## config.mk

```make
export PLATFORM = sky130hd
export DESIGN_NAME = link_bringup
export DESIGN_NICKNAME = d
export VERILOG_FILES = /design/src/hw/data_fifo.v /design/src/hw/link_bringup.v
export VERILOG_INCLUDE_DIRS = /design/src /design/src/hw
export SDC_FILE = /design/constraint.sdc
export NUM_CORES = 2
export LEC_CHECK = 0
export ABC_CLOCK_PERIOD_IN_PS = 5700
export BUFFER_PORTS_ARGS = -buffer_cell sky130_fd_sc_hd__buf_4
export CAP_MARGIN = 15
export CORE_MARGIN = 4
export CORE_UTILIZATION = 55
export CTS_BUF_LIST = sky130_fd_sc_hd__clkbuf_4
export DETAILED_ROUTE_END_ITERATION = 12
export GPL_TIMING_DRIVEN = 0
export PLACE_DENSITY = 0.69
export SLEW_MARGIN = 20
export SYNTH_ARGS = -nofsm -noshare
export SYNTH_HDL_FRONTEND = slang
export SYNTH_HIERARCHICAL = 1
export SYNTH_SLANG_ARGS = --single-unit
```

## constraint.sdc

```tcl
create_clock -name core_clk -period 5.7 [get_ports core_clk]
set_input_delay 1.14 -clock core_clk [delete_from_list [all_inputs] [get_ports core_clk]]
set_output_delay 1.14 -clock core_clk [all_outputs]
set_load 0.02 [all_outputs]
```

## src/hw/link_bringup_map.vh

```
// Register offsets, reset values, field positions and counts for the
// receive-link bring-up and status block.
// Assumes a 12-bit register address and 8-bit register data.
`ifndef LINK_BRINGUP_MAP_VH
`define LINK_BRINGUP_MAP_VH

// ==========================================================================
// Register offsets
`define OFS_SYNC_MACHINE_CONTROL      12'h03A
`define OFS_RECEIVER_EQUALISER_MODE   12'h268
`define OFS_LANE_PLL_ENABLE           12'h280
`define OFS_LANE_PLL_LOCK_STATUS      12'h281
`define OFS_LINK_ENABLE_AND_SELECT    12'h300
`define OFS_LINK_SUBCLASS             12'h301
`define OFS_MULTIFRAME_DELAY_A        12'h304
`define OFS_MULTIFRAME_DELAY_B        12'h305
`define OFS_RECEIVE_BUFFER_DELAY_A    12'h306
`define OFS_RECEIVE_BUFFER_DELAY_B    12'h307
`define OFS_CODE_GROUP_SYNC_STATUS    12'h470
`define OFS_FRAME_SYNC_STATUS         12'h471
`define OFS_CHECKSUM_GOOD_STATUS      12'h472
`define OFS_ALIGNMENT_SEQUENCE_STATUS 12'h473

// ==========================================================================
// Reset values
`define RST_BYTE                      8'h00
`define RST_SUBCLASS                  8'h00

// ==========================================================================
// Field positions
`define BIT_SYNC_ONE_SHOT             0
`define BIT_SYNC_ARM                  6
`define BIT_SYNC_ENABLE               7
`define BIT_PLL_ENABLE                0
`define BIT_PLL_LOCKED                0
`define BIT_LINK0_ENABLE              0
`define BIT_LINK1_ENABLE              1
`define BIT_LINK_SELECT               2
`define SUBCLASS_ONE                  8'h01

// ==========================================================================
// Control characters and counts
`define CHAR_K28_5                    8'hBC
`define CHAR_K28_0                    8'h1C
`define CHAR_K28_4                    8'h9C
`define CHAR_K28_3                    8'h7C
`define CGS_COUNT                     3'h4
`define ILAS_CONFIG_LEN               4'hE
`define LMFC_PERIOD                   8'h20

`endif

```

## src/hw/data_fifo.v

```verilog
// Synchronous FIFO with valid/ready on both sides.
// Assumes one clock and a synchronous active-low reset.
module data_fifo #(
    parameter WIDTH = 32,
    parameter DEPTH = 32,
    parameter AW    = 5
) (
    input  wire             core_clk,
    input  wire             reset_n,
    input  wire [WIDTH-1:0] in_data,
    input  wire             in_valid,
    output wire             in_ready,
    output reg  [WIDTH-1:0] out_data,
    output wire             out_valid,
    input  wire             out_ready
);

    reg [WIDTH-1:0] mem [0:DEPTH-1];
    reg [AW:0]      wr_ptr_reg;
    reg [AW:0]      rd_ptr_reg;
    wire            full;
    wire            empty;
    wire            do_wr;
    wire            do_rd;

    // ======================================================================
    // Flags
    assign full      = (wr_ptr_reg[AW-1:0] == rd_ptr_reg[AW-1:0]) &&
                       (wr_ptr_reg[AW] != rd_ptr_reg[AW]);
    assign empty     = (wr_ptr_reg == rd_ptr_reg);
    assign in_ready  = !full;
    assign out_valid = !empty;
    assign do_wr     = in_valid && !full;
    assign do_rd     = out_ready && !empty;

    // ======================================================================
    // Storage and pointers
    always @(posedge core_clk) begin
        if (do_wr) begin
            mem[wr_ptr_reg[AW-1:0]] <= in_data;
        end
    end

    always @* begin
        out_data = mem[rd_ptr_reg[AW-1:0]];
    end

    always @(posedge core_clk) begin
        if (!reset_n) begin
            wr_ptr_reg <= {(AW+1){1'b0}};
            rd_ptr_reg <= {(AW+1){1'b0}};
        end else begin
            if (do_wr) begin
                wr_ptr_reg <= wr_ptr_reg + 1'b1;
            end
            if (do_rd) begin
                rd_ptr_reg <= rd_ptr_reg + 1'b1;
            end
        end
    end

endmodule

```

## src/hw/link_bringup.v

```verilog
// Receive-link bring-up, alignment sync machine and per-lane status for
// eight decoded lanes split into two four-lane links.
// Assumes lanes arrive as decoded octets with a control flag, synchronous
// to core_clk, and a separate lane PLL reporting its lock.
`include "link_bringup_map.vh"

module link_bringup #(
    parameter LANES      = 8,
    parameter FIFO_DEPTH = 32,
    parameter FIFO_AW    = 5
) (
    input  wire        core_clk,
    input  wire        reset_n,
    input  wire [11:0] reg_addr,
    input  wire [7:0]  reg_wdata,
    input  wire        reg_write,
    input  wire        reg_read,
    output reg  [7:0]  reg_rdata,
    output wire        pll_enable,
    input  wire        pll_locked,
    input  wire        sysref,
    input  wire [63:0] serial_lane_inputs,
    input  wire [7:0]  lane_is_control,
    input  wire [7:0]  lane_valid,
    output reg         sync_request_output,
    output wire        lmfc_boundary,
    output wire        fifo_in_ready,
    output wire [31:0] sample_data,
    output wire        sample_valid,
    input  wire        sample_ready
);

    localparam ST_CGS  = 3'h0;
    localparam ST_WAIT = 3'h1;
    localparam ST_ILAS = 3'h2;
    localparam ST_CFG  = 3'h3;
    localparam ST_DATA = 3'h4;

    reg  [7:0] sync_ctrl_reg;
    reg  [7:0] eq_mode_reg;
    reg  [7:0] pll_en_reg;
    reg  [7:0] link_ctrl_reg;
    reg  [7:0] subclass_reg;
    reg  [7:0] mf_delay_a_reg;
    reg  [7:0] mf_delay_b_reg;
    reg  [7:0] rx_delay_a_reg;
    reg  [7:0] rx_delay_b_reg;
    reg        sysref_prev_reg;
    reg  [7:0] lmfc_cnt_reg;
    reg  [7:0] lmfc_cnt_next;
    wire       sysref_edge;
    wire       align_now;
    wire [7:0] cgs_vec;
    wire [7:0] fs_vec;
    wire [7:0] cs_vec;
    wire [7:0] ilas_vec;
    wire [7:0] data_vec;
    wire       link0_en;
    wire       link1_en;
    wire       link_sel;
    wire       cgs_ok;
    wire       sync_next;
    wire [3:0] sel_data;
    wire [31:0] fifo_word;
    wire       fifo_push;
    reg  [7:0] rdata_next;

    // ======================================================================
    // Selected-link field helper
    function [7:0] link_field;
        input [7:0] vec;
        input       sel;
        begin
            link_field = {4'h0, (sel ? vec[7:4] : vec[3:0])};
        end
    endfunction

    assign link0_en = link_ctrl_reg[`BIT_LINK0_ENABLE];
    assign link1_en = link_ctrl_reg[`BIT_LINK1_ENABLE];
    assign link_sel = link_ctrl_reg[`BIT_LINK_SELECT];
    assign pll_enable = pll_en_reg[`BIT_PLL_ENABLE];

    // ======================================================================
    // Register writes and sync machine
    assign sysref_edge = sysref && !sysref_prev_reg;
    assign align_now   = sysref_edge && sync_ctrl_reg[`BIT_SYNC_ENABLE] &&
                         (sync_ctrl_reg[`BIT_SYNC_ARM] ||
                          !sync_ctrl_reg[`BIT_SYNC_ONE_SHOT]);

    always @(posedge core_clk) begin
        if (!reset_n) begin
            sync_ctrl_reg   <= `RST_BYTE;
            eq_mode_reg     <= `RST_BYTE;
            pll_en_reg      <= `RST_BYTE;
            link_ctrl_reg   <= `RST_BYTE;
            subclass_reg    <= `RST_SUBCLASS;
            mf_delay_a_reg  <= `RST_BYTE;
            mf_delay_b_reg  <= `RST_BYTE;
            rx_delay_a_reg  <= `RST_BYTE;
            rx_delay_b_reg  <= `RST_BYTE;
            sysref_prev_reg <= 1'b0;
        end else begin
            sysref_prev_reg <= sysref;
            if (reg_write) begin
                case (reg_addr)
                    `OFS_SYNC_MACHINE_CONTROL: begin
                        sync_ctrl_reg <= reg_wdata;
                    end
                    `OFS_RECEIVER_EQUALISER_MODE: begin
                        eq_mode_reg <= reg_wdata;
                    end
                    `OFS_LANE_PLL_ENABLE: begin
                        pll_en_reg <= reg_wdata;
                    end
                    `OFS_LINK_ENABLE_AND_SELECT: begin
                        link_ctrl_reg <= reg_wdata;
                    end
                    `OFS_LINK_SUBCLASS: begin
                        subclass_reg <= reg_wdata;
                    end
                    `OFS_MULTIFRAME_DELAY_A: begin
                        mf_delay_a_reg <= reg_wdata;
                    end
                    `OFS_MULTIFRAME_DELAY_B: begin
                        mf_delay_b_reg <= reg_wdata;
                    end
                    `OFS_RECEIVE_BUFFER_DELAY_A: begin
                        rx_delay_a_reg <= reg_wdata;
                    end
                    `OFS_RECEIVE_BUFFER_DELAY_B: begin
                        rx_delay_b_reg <= reg_wdata;
                    end
                    default: begin
                    end
                endcase
            end
            // Hardware disarm wins over a same-cycle write
            if (align_now && sync_ctrl_reg[`BIT_SYNC_ONE_SHOT]) begin
                sync_ctrl_reg[`BIT_SYNC_ARM] <= 1'b0;
            end
        end
    end

    // ======================================================================
    // Local multiframe clock, realigned by the sync machine
    always @* begin
        lmfc_cnt_next = lmfc_cnt_reg + 8'h01;
        if (align_now || lmfc_cnt_next >= `LMFC_PERIOD) begin
            lmfc_cnt_next = 8'h00;
        end
    end

    always @(posedge core_clk) begin
        if (!reset_n) begin
            lmfc_cnt_reg <= 8'h00;
        end else begin
            lmfc_cnt_reg <= lmfc_cnt_next;
        end
    end

    assign lmfc_boundary = (lmfc_cnt_reg == 8'h00);

    // ======================================================================
    // Per-lane receive state
    genvar g;
    generate
        for (g = 0; g < LANES; g = g + 1) begin : lane
            wire [7:0] ch;
            wire       k;
            wire       en;
            reg  [2:0] state_reg;
            reg  [2:0] kcnt_reg;
            reg  [3:0] cfg_cnt_reg;
            reg  [7:0] sum_reg;
            reg        fs_reg;
            reg        cs_reg;
            reg        ilas_reg;
            reg        last_a_reg;

            assign ch = serial_lane_inputs[g*8 +: 8];
            assign k  = lane_is_control[g];
            assign en = (g < 4) ? link0_en : link1_en;

            always @(posedge core_clk) begin
                if (!reset_n || !en) begin
                    state_reg   <= ST_CGS;
                    kcnt_reg    <= 3'h0;
                    cfg_cnt_reg <= 4'h0;
                    sum_reg     <= 8'h00;
                    fs_reg      <= 1'b0;
                    cs_reg      <= 1'b0;
                    ilas_reg    <= 1'b0;
                    last_a_reg  <= 1'b0;
                end else if (lane_valid[g]) begin
                    case (state_reg)
                        ST_CGS: begin
                            if (k && ch == `CHAR_K28_5) begin
                                if (kcnt_reg == `CGS_COUNT - 3'h1) begin
                                    state_reg <= ST_WAIT;
                                end
                                kcnt_reg <= kcnt_reg + 3'h1;
                            end else begin
                                kcnt_reg <= 3'h0;
                            end
                        end
                        ST_WAIT: begin
                            if (k && ch == `CHAR_K28_0) begin
                                fs_reg    <= 1'b1;
                                state_reg <= ST_ILAS;
                            end else if (!(k && ch == `CHAR_K28_5)) begin
                                state_reg <= ST_CGS;
                                kcnt_reg  <= 3'h0;
                            end
                        end
                        ST_ILAS: begin
                            last_a_reg <= k && ch == `CHAR_K28_3;
                            if (k && ch == `CHAR_K28_4) begin
                                state_reg   <= ST_CFG;
                                cfg_cnt_reg <= 4'h0;
                                sum_reg     <= 8'h00;
                            end else if (!k && last_a_reg && cs_reg) begin
                                ilas_reg  <= 1'b1;
                                state_reg <= ST_DATA;
                            end
                        end
                        ST_CFG: begin
                            cfg_cnt_reg <= cfg_cnt_reg + 4'h1;
                            if (cfg_cnt_reg == `ILAS_CONFIG_LEN - 4'h1) begin
                                cs_reg    <= (sum_reg == ch);
                                state_reg <= ST_ILAS;
                            end else begin
                                sum_reg <= sum_reg + ch;
                            end
                        end
                        ST_DATA: begin
                            if (k && ch == `CHAR_K28_5) begin
                                state_reg <= ST_CGS;
                                kcnt_reg  <= 3'h0;
                                fs_reg    <= 1'b0;
                            end
                        end
                        default: begin
                            state_reg <= ST_CGS;
                        end
                    endcase
                end
            end

            assign cgs_vec[g]  = (state_reg != ST_CGS);
            assign fs_vec[g]   = fs_reg;
            assign cs_vec[g]   = cs_reg;
            assign ilas_vec[g] = ilas_reg;
            assign data_vec[g] = (state_reg == ST_DATA) && lane_valid[g];
        end
    endgenerate

    // ======================================================================
    // Sync request, released on a multiframe boundary in subclass 1
    assign cgs_ok = (link0_en || link1_en) &&
                    (!link0_en || (&cgs_vec[3:0])) &&
                    (!link1_en || (&cgs_vec[7:4]));
    assign sync_next = cgs_ok && (sync_request_output || lmfc_boundary ||
                       subclass_reg != `SUBCLASS_ONE);

    always @(posedge core_clk) begin
        if (!reset_n) begin
            sync_request_output <= 1'b0;
        end else begin
            sync_request_output <= sync_next;
        end
    end

    // ======================================================================
    // Sample path of the selected link; no buffer-delay release is applied
    assign sel_data  = link_sel ? data_vec[7:4] : data_vec[3:0];
    assign fifo_word = link_sel ? serial_lane_inputs[63:32]
                                : serial_lane_inputs[31:0];
    assign fifo_push = &sel_data;

    data_fifo #(
        .WIDTH (32),
        .DEPTH (FIFO_DEPTH),
        .AW    (FIFO_AW)
    ) u_fifo (
        .core_clk  (core_clk),
        .reset_n   (reset_n),
        .in_data   (fifo_word),
        .in_valid  (fifo_push),
        .in_ready  (fifo_in_ready),
        .out_data  (sample_data),
        .out_valid (sample_valid),
        .out_ready (sample_ready)
    );

    // ======================================================================
    // Register read-back
    always @* begin
        rdata_next = 8'h00;
        case (reg_addr)
            `OFS_SYNC_MACHINE_CONTROL:      rdata_next = sync_ctrl_reg;
            `OFS_RECEIVER_EQUALISER_MODE:   rdata_next = eq_mode_reg;
            `OFS_LANE_PLL_ENABLE:           rdata_next = pll_en_reg;
            `OFS_LANE_PLL_LOCK_STATUS: begin
                rdata_next[`BIT_PLL_LOCKED] = pll_enable && pll_locked;
            end
            `OFS_LINK_ENABLE_AND_SELECT:    rdata_next = link_ctrl_reg;
            `OFS_LINK_SUBCLASS:             rdata_next = subclass_reg;
            `OFS_MULTIFRAME_DELAY_A:        rdata_next = mf_delay_a_reg;
            `OFS_MULTIFRAME_DELAY_B:        rdata_next = mf_delay_b_reg;
            `OFS_RECEIVE_BUFFER_DELAY_A:    rdata_next = rx_delay_a_reg;
            `OFS_RECEIVE_BUFFER_DELAY_B:    rdata_next = rx_delay_b_reg;
            `OFS_CODE_GROUP_SYNC_STATUS: begin
                rdata_next = link_field(cgs_vec, link_sel);
            end
            `OFS_FRAME_SYNC_STATUS: begin
                rdata_next = link_field(fs_vec, link_sel);
            end
            `OFS_CHECKSUM_GOOD_STATUS: begin
                rdata_next = link_field(cs_vec, link_sel);
            end
            `OFS_ALIGNMENT_SEQUENCE_STATUS: begin
                rdata_next = link_field(ilas_vec, link_sel);
            end
            default: begin
                rdata_next = 8'h00;
            end
        endcase
    end

    always @(posedge core_clk) begin
        if (!reset_n) begin
            reg_rdata <= 8'h00;
        end else if (reg_read) begin
            reg_rdata <= rdata_next;
        end
    end

endmodule

```

-- After elaboration in Yosys (flattened, before gate mapping)
Memories as Yosys holds them, arrays and structs flattened. A register that Yosys moved wholly into a read port is not among the register bits.
Cells that the tools add are included.
- bits in registers: 278
- bits in read-only memories: 0
- bits in writable memories: 1024
- output and inout bits: 45
- memories: 1
- word-level logic and storage cells: 694
- input bits: 107
- bits in latches: 0
- memories (name ; depth ; width ; read ports ; clocked after Yosys merged registers in ; write ports ; RTL line ; text):
    u_fifo.mem ; 32 ; 32 ; 1 ; 1 ; 1 ; data_fifo.v:18 ; reg [WIDTH-1:0] mem [0:DEPTH-1];
- reductions and logical operators: 210
- add/subtract/negate cells: 27
- bitwise gates (word level): 9
- multiplexer cells: 172
- eq/ne operators: 194
- order comparisons: 1
- divide/modulo/power cells: 0
- shifts and indexed selects: 0
- multiply operators: 0
- operators by type and width (kind ; number):
    3-bit 2-to-1 mux ; 80
    2-bit inequality test (second input constant) ; 72
    8-bit equality test (second input constant) ; 16
    8-bit 2-to-1 mux ; 16
    8-bit case mux with 2 select lines ; 8
    3-bit case mux with 5 select lines ; 8
    12-bit by 10-bit equality test with 1-bit output (second input constant) ; 9
    4-bit AND reduction ; 27
    7-bit case mux with 13 select lines ; 1
    3-bit by 2-bit equality test with 1-bit output (second input constant) ; 24
    3-bit case mux with 3 select lines ; 8
    1-bit logical AND ; 67
    8-bit adder ; 8
    8-bit by 5-bit equality test with 1-bit output (second input constant) ; 8
    8-bit by 7-bit equality test with 1-bit output (second input constant) ; 8
    8-bit equality test ; 8
    4-bit case mux with 2 select lines ; 8
    7-bit AND reduction ; 8
    4-bit 2-to-1 mux ; 13
    12-bit by 11-bit equality test with 1-bit output (second input constant) ; 4
    3-bit inequality test (second input constant) ; 16
    3-bit AND reduction ; 16
    3-bit nonzero test ; 16
    5-bit AND reduction ; 8
    other kinds (26) ; 156

-- Depth between registers and ports, before layout
- word-level depth: 7
- mapped depth: 11

-- Cells and area by module
The synthesis kept the hierarchy.
- modules (own cells, without submodules) (module ; instances ; cells an instance ; area an instance (µm²) ; seq. area each (µm²)):
    data_fifo ; 1 ; 2312 ; 40453.8 ; 31089.8
    link_bringup ; 1 ; 2002 ; 16035.4 ; 5325.1

-- Worst setup path after synthesis
Ideal clock, no wire load.
- path type: input port to flip-flop
- from: in lane_valid[6]
- to: mem u_fifo.mem[28][0] (enable)
- arrival: 3.932 ns
- library setup time: 0.421 ns
- path buffers: 1
- setup slack: 1.347 ns
- cell stages on the path: 8
- data required time: 5.279 ns
- cells stage by stage: clkbuf_1 inv_1 nor4_1 nand4_1 o41ai_1 a21boi_2 nand2_1 nor2_1
- word-level cells in the longest chain between the ends: 6
- ends and longest elaborated chain (element ; RTL line ; text):
    start, declared ; link_bringup.v:24 ; input wire [7:0] lane_valid,
    1-bit logical AND ; link_bringup.v:253 ; assign data_vec[g] = (state_reg == ST_DATA) && lane_valid[g];
    4-bit 2-to-1 mux ; link_bringup.v:275 ; assign sel_data = link_sel ? data_vec[7:4] : data_vec[3:0];
    4-bit AND reduction ; link_bringup.v:278 ; assign fifo_push = &sel_data;
    named net fifo_push ; link_bringup.v:65 ; wire fifo_push;
    1-bit logical AND ; data_fifo.v:33 ; assign do_wr = in_valid && !full;
    1-bit 2-to-1 mux ; data_fifo.v:39 ; if (do_wr) begin
    1-bit 2-to-1 mux (implied by the code) ; data_fifo.v:40 ; mem[wr_ptr_reg[AW-1:0]] <= in_data;
    end, declared ; data_fifo.v:18 ;
The timed path passes the listed nets, and every way through them passes these cells.

==> results.py <==
metrics = {
    "final_layout": {
        "layout-drive-gt1-share_pct": 17.5,
        "nNetsFinal": 5057,
        "area.growth.synth_to_final_pct": 14.8,
        "largest_reg_flops": 1024,
        "fill_cells": 7920,
        "fin_area_mm2": 0.0648,
    },
    "route": {
        "routed_via_density": 5.95,
        "wl_um": 149000,
        "post-route-drc-count": 0,
        "vias": 38367,
        "drt-pass1-iter-count": 6,
        "wl_per_cell_um": 23.1,
        "drtAntennaViolNets": 0,
        "drt-initial-drc-count": 3131,
    },
    "status": {
        "status": "finished, final reports clean",
    },
    "floorplanning": {
        "dieArea_mm2": 0.108,
        "initial_core_util_pct": 55.4,
        "dieWidth_um": 328,
        "rows": 117,
        "num_io_pins": 152,
        "core_mm2": 0.102,
        "die_y_um": 328,
    },
    "clocking": {
        "ctsResizeCount": 0,
        "h-tree-depth": 5,
        "cts_buffers": 347,
        "clk_path_buf_depth": 4,
        "clk_pin_slew_ps": 70,
        "cts.sinks": 1307,
        "clk_latency_ps": 1210,
        "cts_setup_buffers": 0,
        "cts_tree": "built",
        "cts_hold_repair.buffers": 0,
        "cts-root-buf": "clkbuf_4",
    },
    "synthesis": {
        "syn_inst": 4314,
        "synthArstFlopShare_pct": 0,
        "synth_top_area_cell": "edfxtp_1",
        "synth_area_leaders": "edfxtp_1, dfxtp_1, mux2i_1, nand2_1, ha_1",
        "syn_area_mm2": 0.0565,
        "synthDistinctLibCells": 89,
        "synth-seq-cells": 1307,
        "avgSynthCellArea_um2": 13.1,
        "yosysMostFrequentCell": "edfxtp_1",
        "yosysWarnings": 6,
        "synth_common_cells": "edfxtp_1, mux2i_1, nand2_1, dfxtp_1, a21oi_1",
        "synth_top_area_share_pct": 54.4,
        "synth_ff_type": "edfxtp_1",
        "synth_edf_count": 1024,
        "ys_seq_area_share_pct": 64.5,
    },
    "setup_path": {
        "crit_slowest_cell": "clkbuf_1",
        "r2r-start": "link_ctrl_reg[2]",
        "crit_top_cell": "buf_2",
        "end_kind": "output pin",
        "reg2reg_to": "u_fifo/mem[8][4]",
        "arrival_ps": 4320,
        "r2r_slack_ps": 670,
        "critPathLaunchType": "flop",
        "criticalPathCategory": "flop to output pin",
        "slowest_delay_ps": 790,
        "r2r.worst_path.cells": 11,
        "worstPathMaxFanout": 10,
        "worstPathRequired_ps": 4560,
        "path_cells": "buf_2 -> clkbuf_1 -> buf_2 -> mux2i_1 -> a22oi_1 -> a31oi_1 -> nand3_1 -> buf_4",
    },
    "hold_path": {
        "min-delay-start": "sysref",
        "min_to": "sysref_prev_reg",
        "holdPathStages": 2,
        "min_path_type": "input port to flop",
    },
    "power": {
        "cellInternalPower_w": 0.0146,
        "clockPowerShare_pct": 42.6,
        "p_leak_nw": 21.0,
        "p_seq_share_pct": 55.2,
        "powerDensity_mw_per_mm2": 287,
        "p_comb_share_pct": 2.2,
        "peakVddDrop_uv": 181,
        "p_sw_share_pct": 21.2,
        "power.total_w": 0.0186,
        "switching_power_w": 0.00394,
    },
    "sta": {
        "period_minus_slack_ps": 5460,
        "clock-skew-final_ps": 127,
        "tightest_slew_ps": 1180,
        "setup_viol": 0,
        "period_share_pct": 95.8,
        "rsz0062_at_grt": "false",
        "fmax_mhz": 183,
        "relSlewSlack_pct": 21.1,
        "finalHoldViolations": 0,
        "finalMaxSlewViolations": 0,
    },
    "global_routing": {
        "grt_pass1_wl_um": 223000,
        "grt_overflow": 0,
        "grt_max_degree": 33,
        "grt_pass1_vias": 38053,
        "track_usage_pct": 27.3,
        "antenna_found_initial": 9,
    },
    "placed_design": {
        "gp_congestion": 0.915,
        "hpwl_um": 102000,
        "placed_cell_area_mm2": 0.0606,
        "io_buffer_count": 139,
    },
    "flow_run": {
        "drv_cap": 0,
    },
}
==> final cells by class <==
cell class / instances / area [µm²] / share of cell area, %
flip-flops and latches: 1307 / 36400 / 56.2
multi-input cells: 2699 / 19100 / 29.5
clock buffers: 513 / 3850 / 5.94
repair buffers: 182 / 2070 / 3.20
well taps: 1368 / 1710 / 2.64
plain buffers: 232 / 981 / 1.51
clock inverters: 63 / 368 / 0.567
inverters: 78 / 293 / 0.452
diodes: 11 / 27.5 / 0.0425
==> worst max-delay path, delay by kind of cell (launching register included) <==
family                 cells  cell delay [ps]
flip-flops                 1              320
multiplexers               1              250
buffers and inverters      4             1660
AND/OR/NAND/NOR            1              200
AO/OA/AOI/OAI              2              680
==> layer usage <==
layer | global-route usage, % | wire [µm] | up-vias
li1 | - | - | 17683
met1 | 35.1 | 60300 | 18855
met2 | 45.3 | 72700 | 1502
met3 | 5.13 | 10200 | 321
met4 | 11.9 | 5580 | 6
met5 | 0 | 43 | -
==> worst max path at each step <==
| stage | endpoint | slack (ps) | cells past startpoint |
|---|---|---|---|
| 2_1_floorplan | u_fifo/mem[28][0] | 1350 | 8 |
| 3_3_place_gp | u_fifo/mem[9][23] | -1500 | 7 |
| 3_5_place_dp | u_fifo/mem[25][30] | 530 | 8 |
| 4_1_cts | sample_data[23] | 170 | 8 |
| 5_1_grt | sample_data[15] | 130 | 8 |
| 6_report | sample_data[24] | 240 | 8 |
==> power groups by stage <==
stage / Clock [W] / Sequential (W) / Combinational (W)
global route: 0.00861 / 0.0103 / 0.000444
CTS: 0.00811 / 0.0103 / 0.000407
floorplan: 0 / 0.0105 / 0.000189
detailed placement: 0 / 0.0105 / 0.000405
global placement: 0 / 0.0105 / 0.000382
finish: 0.00791 / 0.0103 / 0.000410
==> cells in the final DEF, fill, tap and decap left out, types with 12 or more instances in the layout <==
| master | count |
|---|---|
| nor4_1 | 31 |
| nor2b_1 | 26 |
| nor2_4 | 32 |
| buf_4 | 149 |
| clkbuf_4 | 513 |
| a22o_1 | 83 |
| nor2_1 | 170 |
| o41ai_1 | 14 |
| dfxtp_1 | 283 |
| nand4_1 | 39 |
| clkinv_1 | 46 |
| xor2_1 | 36 |
| and3_1 | 25 |
| or3_1 | 15 |
| ha_1 | 95 |
| o211ai_1 | 15 |
| nand2_1 | 400 |
| buf_12 | 12 |
| buf_2 | 57 |
| and2_1 | 21 |
| nor3_1 | 94 |
| nand3_1 | 188 |
| a31oi_1 | 54 |
| inv_1 | 76 |
| mux2_2 | 31 |
| a21boi_0 | 65 |
| a21o_1 | 21 |
| clkbuf_1 | 143 |
| o31ai_1 | 18 |
| buf_1 | 21 |
| buf_16 | 26 |
| o21ai_0 | 82 |
| a21oi_1 | 215 |
| xnor2_1 | 46 |
| edfxtp_1 | 1024 |
| mux2i_1 | 551 |
| a22oi_1 | 113 |
| nand2b_1 | 23 |
==> stage by stage <==
step	setup slack, ps	instances	hold slack (ps)	setup TNS (ps)	util [%]
2_1_floorplan	1350	4316	415	0	-
6_report	240	6453	255	0	63.6
3_5_place_dp	535	5866	434	0	59.5
5_1_grt	131	6451	214	0	63.6
3_3_place_gp	-1500	5823	434	-872290	58.2
4_1_cts	173	6442	166	0	63.6
==> cells by family after synthesis <==
| family | Yosys count | share of synthesized area, % |
|---|---|---|
| xor+xnor | 82 | 1.27 |
| simple gates | 1149 | 9.73 |
| mux | 591 | 10.7 |
| compound gates | 771 | 9.16 |
| flops | 1307 | 64.5 |
| other cells | 1 | 0.00664 |
| buf+inv | 310 | 2.25 |
| fa+ha+maj | 103 | 2.39 |
(Power assumes the default switching activity.)
